## src/ebiu_pkg.sv

```systemverilog
// package for the external bus interface unit: constants and state types
package ebiu_pkg;
  localparam int unsigned NREG   = 6;            // number of select regions
  localparam int unsigned PAGE_LSB = 10;         // page compare starts at this address bit
  localparam int unsigned WS_W   = 4;            // wait-state count width
  localparam int unsigned TMR_W  = 16;           // interval timer width
  localparam int unsigned LINE_WORDS = 4;        // words in one cache line refill
  localparam logic [1:0] LINE_LAST = 2'h3;       // index of last refill word
  localparam logic [3:0] BE_NONE   = 4'hf;       // no byte lane active (active low)
  localparam logic [TMR_W-1:0] TMR_RST = 16'h0000;

  typedef enum logic [2:0] {
    EBIU_IDLE  = 3'b000,
    EBIU_ADDR  = 3'b001,
    EBIU_DATA  = 3'b010,
    EBIU_GRANT = 3'b011,
    EBIU_REL   = 3'b100
  } ebiu_state_t;

  typedef enum logic [1:0] {
    EBIU_SRC_NONE = 2'b00,
    EBIU_SRC_RD   = 2'b01,
    EBIU_SRC_WB   = 2'b10,
    EBIU_SRC_PF   = 2'b11
  } ebiu_src_t;
endpackage : ebiu_pkg

```

## src/ebiu_top.sv

```systemverilog
// external bus interface unit: runs core and cache requests on the external bus
// Operation
// RL1: every external read or write starts by asserting address_strobe_n.
// RL2: read_not_write shows the transfer direction during each transaction.
// RL3: active-low byte_lane_enables give the bytes and width of the transfer.
// RL4: drive address and address_space_tag, drive data on stores, sample on loads.
// RL5: a transaction ends only on ready, external or internal wait-state generated.
// RL6: atomic load-store is a read then write with nothing in between.
// RL7: lock asserted while consecutive operations must not be split.
// RL8: on bus_request_n the unit floats its drivers and asserts bus_grant_n.
// RL9: bus_grant_n deasserts one cycle after bus_request_n deasserts; the unit takes five cycles, through the three-stage synchronizer.
// RL10: six regions, range and mask each, assert matching region_select_n; buffered and atomic writes assert none.
// RL11: a configured region generates ready after its programmed wait states; buffered and atomic writes get no internal ready; later refill words wait none.
// RL12: a programmable timer pulses interval_tick_n once per interval.
// RL13: page_hit_n asserted when the page matches the previous transaction's page.
// RL14: a one-word write buffer lets the core continue while a store completes.
// RL15: a one-word prefetch buffer serves instruction fetches only.
// RL16: separate control bits enable the write buffer and the prefetch buffer.
// RL17: read data goes to cache and core in the same cycle.
// RL18: a 16-byte line refill runs as four single-word transfers.
// RL19: the unit is always serving, arbitrating or idle.
// RL20: an 8-bit address space tag accompanies every 32-bit address.
// RL21: big-endian lanes: address 0 is the most significant byte.
// RL22: a buffered write completes before any later read starts.
module ebiu_top (
  // clock and reset
  input  wire logic                         i_clk,
  input  wire logic                         i_reset_n,
  // configuration
  input  wire logic                         i_wbuf_en,
  input  wire logic                         i_pfbuf_en,
  input  wire logic [ebiu_pkg::NREG*32-1:0] i_region_base,
  input  wire logic [ebiu_pkg::NREG*32-1:0] i_region_mask,
  input  wire logic [ebiu_pkg::NREG*ebiu_pkg::WS_W-1:0] i_region_wait,
  input  wire logic [ebiu_pkg::NREG-1:0]    i_region_en,
  input  wire logic [ebiu_pkg::TMR_W-1:0]   i_tick_reload,
  // core and cache request
  input  wire logic                         i_req,
  input  wire logic                         i_req_write,
  input  wire logic                         i_req_fetch,
  input  wire logic                         i_req_line,
  input  wire logic                         i_req_atomic,
  input  wire logic [1:0]                   i_req_size,
  input  wire logic [31:0]                  i_req_addr,
  input  wire logic [7:0]                   i_req_tag,
  input  wire logic [31:0]                  i_req_wdata,
  output logic                              o_req_ack,
  output logic                              o_rd_valid,
  output logic [31:0]                       o_rd_data,
  output logic                              o_busy,
  // external bus
  output logic                              o_address_strobe_n,
  output logic                              o_read_not_write,
  output logic [3:0]                        o_byte_lane_enables,
  output logic [31:0]                       o_addr,
  output logic [7:0]                        o_address_space_tag,
  output logic                              o_bus_oe,
  output logic [31:0]                       o_data,
  output logic                              o_data_oe,
  input  wire logic [31:0]                  i_data,
  input  wire logic                         i_ready_n,
  output logic                              o_ready_n,
  output logic                              o_ready_oe,
  output logic                              o_lock_n,
  input  wire logic                         i_bus_request_n,
  output logic                              o_bus_grant_n,
  output logic [ebiu_pkg::NREG-1:0]         o_region_select_n,
  output logic                              o_interval_tick_n,
  output logic                              o_page_hit_n
);

  typedef struct packed {
    ebiu_pkg::ebiu_state_t      st;
    ebiu_pkg::ebiu_src_t        src;
    logic [2:0]                 rdy_sync;
    logic [2:0]                 bus_request_n_sync;
    logic                       rdy_q;
    logic                       bus_request_n_q;
    logic                       as_n;
    logic                       rnw;
    logic [3:0]                 be_n;
    logic [31:0]                addr;
    logic [7:0]                 tag;
    logic                       bus_oe;
    logic [31:0]                dout;
    logic                       dout_oe;
    logic                       int_rdy_n;
    logic                       int_rdy_oe;
    logic [ebiu_pkg::WS_W-1:0]  ws_cnt;
    logic                       ws_act;
    logic                       lock_n;
    logic                       atomic_wr;
    logic                       grant_n;
    logic [ebiu_pkg::NREG-1:0]  cs_n;
    logic                       page_hit_n;
    logic [31:0]                last_addr;
    logic                       wb_full;
    logic [31:0]                wb_addr;
    logic [7:0]                 wb_tag;
    logic [31:0]                wb_data;
    logic [3:0]                 wb_be;
    logic                       pf_full;
    logic [31:0]                pf_addr;
    logic [31:0]                pf_data;
    logic [1:0]                 line_idx;
    logic                       line_act;
    logic                       ack;
    logic                       rd_valid;
    logic [31:0]                rd_data;
    logic [ebiu_pkg::TMR_W-1:0] tmr;
    logic                       tick_n;
  } ebiu_regs_t;

  ebiu_regs_t r_r;
  ebiu_regs_t r_nxt;

  logic [ebiu_pkg::NREG-1:0] hit;
  logic [3:0]                be_req;
  logic                      rdy_edge;
  logic                      bus_request_n_lvl;

  // region match per select window
  genvar g;
  generate
    for (g = 0; g < ebiu_pkg::NREG; g++) begin : g_region
      assign hit[g] = i_region_en[g] &
        (((i_req_addr ^ i_region_base[g*32 +: 32]) & ~i_region_mask[g*32 +: 32]) == 32'h0); // RL10
    end
  endgenerate

  // big-endian lanes, active low: offset 0 is lane 3 (d31..24)
  always_comb begin
    unique case (i_req_size)
      2'h0:    be_req = ~(4'h8 >> i_req_addr[1:0]); // RL21
      2'h1:    be_req = i_req_addr[1] ? 4'hc : 4'h3; // RL21
      default: be_req = 4'h0; // RL3
    endcase
  end

  // ready and bus request pass three stages; a change counts when stages two and three agree
  assign rdy_edge = (r_r.rdy_sync[2:1] == 2'b00);
  assign bus_request_n_lvl = (r_r.bus_request_n_sync[2:1] == 2'b00) ? 1'b1 :
                    (r_r.bus_request_n_sync[2:1] == 2'b11) ? 1'b0 : r_r.bus_request_n_q;

  // next state
  always_comb begin
    logic [ebiu_pkg::WS_W-1:0] wsel;
    logic                      anyhit;
    logic                      done;
    wsel   = '0;
    anyhit = 1'b0;
    done   = 1'b0;
    r_nxt  = r_r;
    r_nxt.rdy_sync  = {r_r.rdy_sync[1:0], i_ready_n};
    r_nxt.bus_request_n_sync = {r_r.bus_request_n_sync[1:0], i_bus_request_n};
    r_nxt.bus_request_n_q    = bus_request_n_lvl;
    r_nxt.ack       = 1'b0;
    r_nxt.rd_valid  = 1'b0;
    r_nxt.int_rdy_n = 1'b1;
    r_nxt.int_rdy_oe = 1'b0;
    for (int k = 0; k < ebiu_pkg::NREG; k++) begin
      if (hit[k] && !anyhit) begin
        wsel   = i_region_wait[k*ebiu_pkg::WS_W +: ebiu_pkg::WS_W];
        anyhit = 1'b1;
      end
    end

    // interval timer, one-cycle low pulse per reload period
    r_nxt.tick_n = 1'b1;
    if (r_r.tmr == ebiu_pkg::TMR_RST) begin
      r_nxt.tmr    = i_tick_reload; // RL12
      r_nxt.tick_n = 1'b0; // RL12
    end else begin
      r_nxt.tmr = r_r.tmr - 1'b1;
    end

    unique case (r_r.st)
      ebiu_pkg::EBIU_IDLE: begin // RL19
        r_nxt.as_n = 1'b1;
        if (bus_request_n_lvl && !r_r.atomic_wr) begin
          r_nxt.st      = ebiu_pkg::EBIU_GRANT;
          r_nxt.bus_oe  = 1'b0; // RL8
          r_nxt.dout_oe = 1'b0;
          r_nxt.grant_n = 1'b0; // RL8
        end else if (r_r.atomic_wr || (r_r.wb_full && !(i_req && !i_req_write && !r_r.atomic_wr))
                     || (r_r.wb_full && i_req)) begin
          // buffered or atomic write goes out before any later read
          r_nxt.st      = ebiu_pkg::EBIU_ADDR; // RL22
          r_nxt.src     = ebiu_pkg::EBIU_SRC_WB;
          r_nxt.rnw     = 1'b0; // RL2
          r_nxt.addr    = r_r.wb_addr;
          r_nxt.tag     = r_r.wb_tag; // RL20
          r_nxt.be_n    = r_r.wb_be;
          r_nxt.dout    = r_r.wb_data; // RL4
          r_nxt.dout_oe = 1'b1;
          r_nxt.as_n    = 1'b0; // RL1
        end else if (i_req && i_req_fetch && r_r.pf_full && i_pfbuf_en && r_r.pf_addr == i_req_addr) begin
          r_nxt.rd_valid = 1'b1; // RL15
          r_nxt.rd_data  = r_r.pf_data;
          r_nxt.ack      = 1'b1;
          r_nxt.pf_full  = 1'b0;
        end else if (i_req && i_req_write && i_wbuf_en && !i_req_atomic) begin
          r_nxt.wb_full = 1'b1; // RL14
          r_nxt.wb_addr = i_req_addr;
          r_nxt.wb_tag  = i_req_tag;
          r_nxt.wb_data = i_req_wdata;
          r_nxt.wb_be   = be_req;
          r_nxt.ack     = 1'b1; // RL16
        end else if (i_req) begin
          r_nxt.st       = ebiu_pkg::EBIU_ADDR;
          r_nxt.src      = i_req_write ? ebiu_pkg::EBIU_SRC_WB : ebiu_pkg::EBIU_SRC_RD;
          r_nxt.rnw      = !i_req_write; // RL2
          r_nxt.addr     = (i_req_line && !i_req_write) ? {i_req_addr[31:4], 4'h0} : i_req_addr; // RL4 RL18
          r_nxt.tag      = i_req_tag; // RL20
          r_nxt.be_n     = i_req_line ? 4'h0 : be_req; // RL3
          r_nxt.dout     = i_req_wdata;
          r_nxt.dout_oe  = i_req_write;
          r_nxt.as_n     = 1'b0; // RL1
          r_nxt.bus_oe   = 1'b1;
          r_nxt.line_act = i_req_line && !i_req_write; // RL18
          r_nxt.line_idx = 2'h0;
          r_nxt.lock_n   = !(i_req_atomic && !i_req_write); // RL7
          if (i_req_atomic && !i_req_write) begin
            r_nxt.wb_addr = i_req_addr; // RL6
            r_nxt.wb_tag  = i_req_tag;
            r_nxt.wb_data = i_req_wdata;
            r_nxt.wb_be   = be_req;
          end
        end else if (i_pfbuf_en && !r_r.pf_full && r_r.src == ebiu_pkg::EBIU_SRC_PF) begin
          // prefetch of the next instruction word after a fetch
          r_nxt.st   = ebiu_pkg::EBIU_ADDR; // RL15
          r_nxt.rnw  = 1'b1;
          r_nxt.addr = r_r.pf_addr;
          r_nxt.be_n = 4'h0;
          r_nxt.as_n = 1'b0; // RL1
        end
        if (r_nxt.as_n == 1'b0) begin
          r_nxt.page_hit_n = (r_nxt.addr[31:ebiu_pkg::PAGE_LSB] != r_r.last_addr[31:ebiu_pkg::PAGE_LSB]); // RL13
          r_nxt.last_addr  = r_nxt.addr;
          r_nxt.cs_n       = ~hit; // RL10
          r_nxt.ws_cnt     = wsel;
          r_nxt.ws_act     = anyhit;
          r_nxt.bus_oe     = 1'b1;
          if (r_r.wb_full || r_r.atomic_wr) begin
            r_nxt.cs_n = '1;
            r_nxt.ws_act = 1'b0;
          end
        end
      end
      ebiu_pkg::EBIU_ADDR: begin
        r_nxt.as_n = 1'b1; // strobe is one cycle
        r_nxt.st   = ebiu_pkg::EBIU_DATA;
      end
      ebiu_pkg::EBIU_DATA: begin
        // internal ready held on the shared pin until recognised: a one-cycle pulse never passes the filter
        if (r_r.ws_act) begin
          if (r_r.ws_cnt == '0) begin
            r_nxt.int_rdy_n  = 1'b0; // RL11
            r_nxt.int_rdy_oe = 1'b1;
          end else begin
            r_nxt.ws_cnt = r_r.ws_cnt - 1'b1; // RL11
          end
        end
        done = rdy_edge && !r_r.rdy_q; // RL5
        r_nxt.rdy_q = rdy_edge;
        if (done) begin
          r_nxt.rdy_q   = 1'b0;
          r_nxt.int_rdy_n  = 1'b1;
          r_nxt.int_rdy_oe = 1'b0;
          r_nxt.ws_act  = 1'b0;
          r_nxt.dout_oe = 1'b0;
          r_nxt.cs_n    = '1;
          r_nxt.st      = ebiu_pkg::EBIU_IDLE;
          if (r_r.rnw) begin
            if (r_r.src == ebiu_pkg::EBIU_SRC_PF) begin
              r_nxt.pf_full = 1'b1;
              r_nxt.pf_data = i_data;
            end else begin
              r_nxt.rd_valid = 1'b1; // RL17
              r_nxt.rd_data  = i_data; // RL4
            end
            if (r_r.line_act && r_r.line_idx != ebiu_pkg::LINE_LAST) begin
              r_nxt.line_idx = r_r.line_idx + 1'b1; // RL18
              r_nxt.addr     = {r_r.addr[31:4], r_r.line_idx + 1'b1, 2'b00};
              r_nxt.st       = ebiu_pkg::EBIU_ADDR;
              r_nxt.as_n     = 1'b0; // RL1
              r_nxt.ws_cnt   = r_r.ws_cnt;
              r_nxt.ws_act   = (r_r.cs_n != '1);
              r_nxt.cs_n     = r_r.cs_n;
            end else begin
              r_nxt.line_act = 1'b0;
              r_nxt.ack      = (r_r.src != ebiu_pkg::EBIU_SRC_PF) && r_r.lock_n; // RL6
              r_nxt.atomic_wr = !r_r.lock_n; // RL6
              r_nxt.src      = i_req_fetch ? ebiu_pkg::EBIU_SRC_PF : ebiu_pkg::EBIU_SRC_NONE;
              r_nxt.pf_addr  = r_r.addr + 32'h4;
            end
          end else begin
            r_nxt.wb_full   = 1'b0;
            r_nxt.atomic_wr = 1'b0;
            r_nxt.lock_n    = 1'b1; // RL7
            r_nxt.ack       = r_r.src == ebiu_pkg::EBIU_SRC_WB && !r_r.wb_full;
            r_nxt.src       = ebiu_pkg::EBIU_SRC_NONE;
          end
        end
      end
      ebiu_pkg::EBIU_GRANT: begin
        if (!bus_request_n_lvl) begin
          r_nxt.st = ebiu_pkg::EBIU_REL;
        end
      end
      ebiu_pkg::EBIU_REL: begin
        r_nxt.grant_n = 1'b1; // RL9
        r_nxt.st      = ebiu_pkg::EBIU_IDLE;
      end
      default: r_nxt.st = ebiu_pkg::EBIU_IDLE;
    endcase
  end

  // all state in one register
  always_ff @(posedge i_clk or negedge i_reset_n) begin
    if (!i_reset_n) begin
      r_r          <= '0;
      r_r.rdy_sync <= 3'h7;
      r_r.bus_request_n_sync <= 3'h7;
      r_r.as_n     <= 1'b1;
      r_r.rnw      <= 1'b1;
      r_r.be_n     <= ebiu_pkg::BE_NONE;
      r_r.int_rdy_n <= 1'b1;
      r_r.lock_n   <= 1'b1;
      r_r.grant_n  <= 1'b1;
      r_r.cs_n     <= '1;
      r_r.page_hit_n <= 1'b1;
      r_r.tick_n   <= 1'b1;
    end else begin
      r_r <= r_nxt;
    end
  end

  // outputs straight from the state register
  assign o_req_ack           = r_r.ack;
  assign o_rd_valid          = r_r.rd_valid;
  assign o_rd_data           = r_r.rd_data;
  assign o_busy              = r_r.wb_full;
  assign o_address_strobe_n  = r_r.as_n;
  assign o_read_not_write    = r_r.rnw;
  assign o_byte_lane_enables = r_r.be_n;
  assign o_addr              = r_r.addr;
  assign o_address_space_tag = r_r.tag;
  assign o_bus_oe            = r_r.bus_oe;
  assign o_data              = r_r.dout;
  assign o_data_oe           = r_r.dout_oe;
  assign o_ready_n           = r_r.int_rdy_n;
  assign o_ready_oe          = r_r.int_rdy_oe;
  assign o_lock_n            = r_r.lock_n;
  assign o_bus_grant_n       = r_r.grant_n;
  assign o_region_select_n   = r_r.cs_n;
  assign o_interval_tick_n   = r_r.tick_n;
  assign o_page_hit_n        = r_r.page_hit_n;

endmodule : ebiu_top

```

## config.mk

```make
export PLATFORM = sky130hd
export DESIGN_NAME = ebiu_top
export DESIGN_NICKNAME = d
export VERILOG_FILES = /design/src/ebiu_pkg.sv /design/src/ebiu_top.sv
export SDC_FILE = /design/constraint.sdc
export NUM_CORES = 1
export LEC_CHECK = 0
export ABC_AREA = 1
export CORE_AREA = 8 8 270 272
export DETAILED_ROUTE_END_ITERATION = 8
export DIE_AREA = 0 0 278 280
export DONT_BUFFER_PORTS = 1
export GPL_ROUTABILITY_DRIVEN = 0
export GPL_TIMING_DRIVEN = 0
export PLACE_DENSITY_LB_ADDON = 0.12
export SLEW_MARGIN = 20
export SYNTH_ARGS = -nofsm -noshare
export SYNTH_HDL_FRONTEND = slang
export SYNTH_SLANG_ARGS = --single-unit
```

## constraint.sdc

```tcl
create_clock -name i_clk -period 6.65 [get_ports i_clk]
set_input_delay 0.665 -clock i_clk [delete_from_list [all_inputs] [get_ports i_clk]]
set_output_delay 0.665 -clock i_clk [all_outputs]
set_load 0.01 [all_outputs]
```

==> metrics.cfg <==
[worst_setup_path]
cp-start-kind=flip-flop
critical_path_arrival_ns=4.07
crit_fanout=10
reg2reg_slack_ns=3.08
path_class=reg -> reg
path_cells=nor2_2 > inv_1 > clkbuf_1 > nor2_1 > nand3_1 > inv_1 > clkbuf_1 > nand2_1 > nand2_1
crit_start=o_busy
cp.required_ns=7.16
worstRegToRegCells=9
worstSetupEndpointType=flip-flop
r2r_end=r_r[138]
r2r_start=o_busy
cp-endpoint=r_r[138]
cpMaxStageDelayCell=nor2_2
slowest_delay_ns=0.66

[synthesis]
syn_nets=3659
synth_enable_flop_cells=0
synth_cell_types=59
synth_commonest_cells=nand2_1 (902), nor2_1 (371), dfrtp_1 (305)
yosys_warnings=0
yosysSeqAreaShare_pct=37.8
synth_flop_cell=dfrtp_1
syn_avg_cell_area_um2=7.01
syn-cell-area_um2=21800
netlist.area_leader.share_pct=35.1
netlist_instances=3108
async_flop_share_pct=100
synthTopCellsByArea=dfrtp_1 (35%), nand2_1 (16%), nor2_1 (6.4%), o21ai_0 (5.4%), xnor2_1 (5.2%)
yosysMostFrequentCell=nand2_1
ys_seq_elements=328
yosysTopAreaCell=dfrtp_1

[cells_and_area]
nNetsFinal=3707
final_layout_size_suffix_gt1_share_pct=11.2
areaGrowthSynthToFinish_pct=12.2

[clocking]
cts_max_level=2
cts-root-buf=clkbuf_16
clk_pin_slew_ns=0.06
clockBufferDepth=3
post_cts_resized=0
cts_setup_buffers=0
cts_sinks=328
cts_tree=yes
cts_made_buffers=42
clkLatencyLatePin_ns=0.57

[job]
cap_viol_max_count=0

[global_route]
globalRoute.totalOverflow=0
grt_pass1_wl_mm=150
grtUsageTotal_pct=25.9
grt_pass1_vias=21027
grt_antenna_before_repair=21
grt_start_max_net_pins=329

[sta]
rsz0062_at_grt=false
relSlewSlack_pct=16.9
period_needed_ns=3.57
finalSetupViolCount=0
drv_slew=0
finalHoldViolCount=0
setup_tns_ns=0
fmax_ghz=0.280
holdWs_ns=0.0849
finalCritPeriodShare_pct=53.6
tightest_slew_ns=1.25
fin_skew_ns=0.0135

[die]
core_um2=68900
num_rows=97
die_h_um=280
fp.dieArea_um2=77800
die_x_um=278
start_util_pct=31.6
num_io_pins=674

[placed_design]
io_buffers=0
dp_hpwl_mm=86.0

[detailed_routing]
first_pass_iters=5
avgViaCountPerCell=5.28
drt_wl_total_mm=106
num_vias=21629
drt_iter0_markers=2050
ant_nets=0
drc=0
wl_per_cell_um=25.9

[pwr]
p_leak_nw=11.6
vdd_drop_max_v=0.000179
power_density_nw_per_um2=425
total_power_mw=10.4

[min_path]
hold_class=in -> async

[status]
outcome=completed

==> how the worst min path moves through the flow <==
stage | slack, ns | endpoint | depth (start not counted) | start
2_1_floorplan | 0.35 | r_nxt[329] | 0 | r_nxt[328]
3_3_place_gp | 0.35 | r_nxt[332] | 0 | r_nxt[331]
3_5_place_dp | 0.35 | r_nxt[332] | 0 | r_nxt[331]
4_1_cts | -0.23 | r_r[122] | 0 | i_reset_n
5_1_grt | 0.05 | r_nxt[331] | 0 | i_ready_n
6_report | 0.08 | o_bus_oe | 1 | i_reset_n
==> power by group <==
part,switching [mW],leakage (nW),internal [mW]
sequential,0.711,3.93,2.87
clock,0.939,0.703,1.41
combinational,2.85,6.97,1.60
total,4.50,11.6,5.87
==> flip-flops by register name, summed over array words and instances (netlist names), 4 cells and up, named ones only <==
signal / flops
r_r: 197
o_data: 32
o_rd_data: 32
o_addr: 30
o_address_space_tag: 8
o_region_select_n: 6
o_byte_lane_enables: 4
r_nxt: 4
==> cell type report <==
class / instances / area, µm²
clock buffers: 63 / 1240
well taps: 891 / 1110
repair buffers: 4 / 82.6
plain buffers: 248 / 1570
fillers: 7401 / 44500
inverters: 297 / 1110
clock inverters: 15 / 176
multi-input cells: 2235 / 10900
diodes: 12 / 30.0
flip-flops and latches: 328 / 8240
==> cells by family (layout without fill, tap and decap cells) <==
kind of cell	after synthesis	count (layout)	share of synthesized area, %
DFF	328	328	37.8
buffers and inverters	545	627	12.3
muxes	4	4	0.201
AOI/OAI and AO/OA	561	561	14.4
other	0	12	0
xor gates and xnor gates	153	153	6.15
and+or+nand+nor	1513	1513	28.8
adders and majority gates	4	4	0.230
==> per-stage QoR <==
step / cell area (µm²) / util (%) / instances / setup slack [ns]
after floorplan: 21800 / - / 3108 / 4.21
after global placement: 22900 / 33.2 / 3999 / 2.62
after detailed placement: 22900 / 33.2 / 4000 / 2.92
after CTS: 24300 / 35.3 / 4078 / 2.89
after global routing: 24400 / 35.4 / 4089 / 2.71
final: 24400 / 35.4 / 4093 / 3.08
==> metal layers <==
layer	track usage, %	wire (µm)	vias to the layer above
li1	-	-	10020
met1	32.1	42300	10402
met2	43.7	50600	1003
met3	6.57	8910	182
met4	8.80	4000	22
met5	0	158	-
==> critical path: cells and delay by family, from the launching register on <==
family / cells / cell delay [ns]
AND/OR/NAND/NOR: 5 / 1.58
buffers and inverters: 4 / 1.40
flip-flops: 1 / 0.50
==> cell usage in the layout, fill, tap and decap left out, types with 15 or more instances in the layout <==
cell type / Yosys / routed
a21oi_1: 176 / 176
buf_2: 36 / 36
buf_4: 142 / 143
clkbuf_1: 57 / 68
clkbuf_16: 0 / 43
dfrtp_1: 305 / 305
dfstp_2: 23 / 23
inv_1: 269 / 269
inv_2: 26 / 26
nand2_1: 902 / 902
nand2_2: 15 / 15
nand3_1: 106 / 106
nand3b_1: 21 / 21
nand4_1: 29 / 29
nor2_1: 371 / 371
nor3_1: 20 / 20
o21ai_0: 237 / 237
o221ai_1: 28 / 28
o22ai_1: 60 / 60
xnor2_1: 130 / 130
xor2_1: 23 / 23
(Power assumes the default switching activity.)
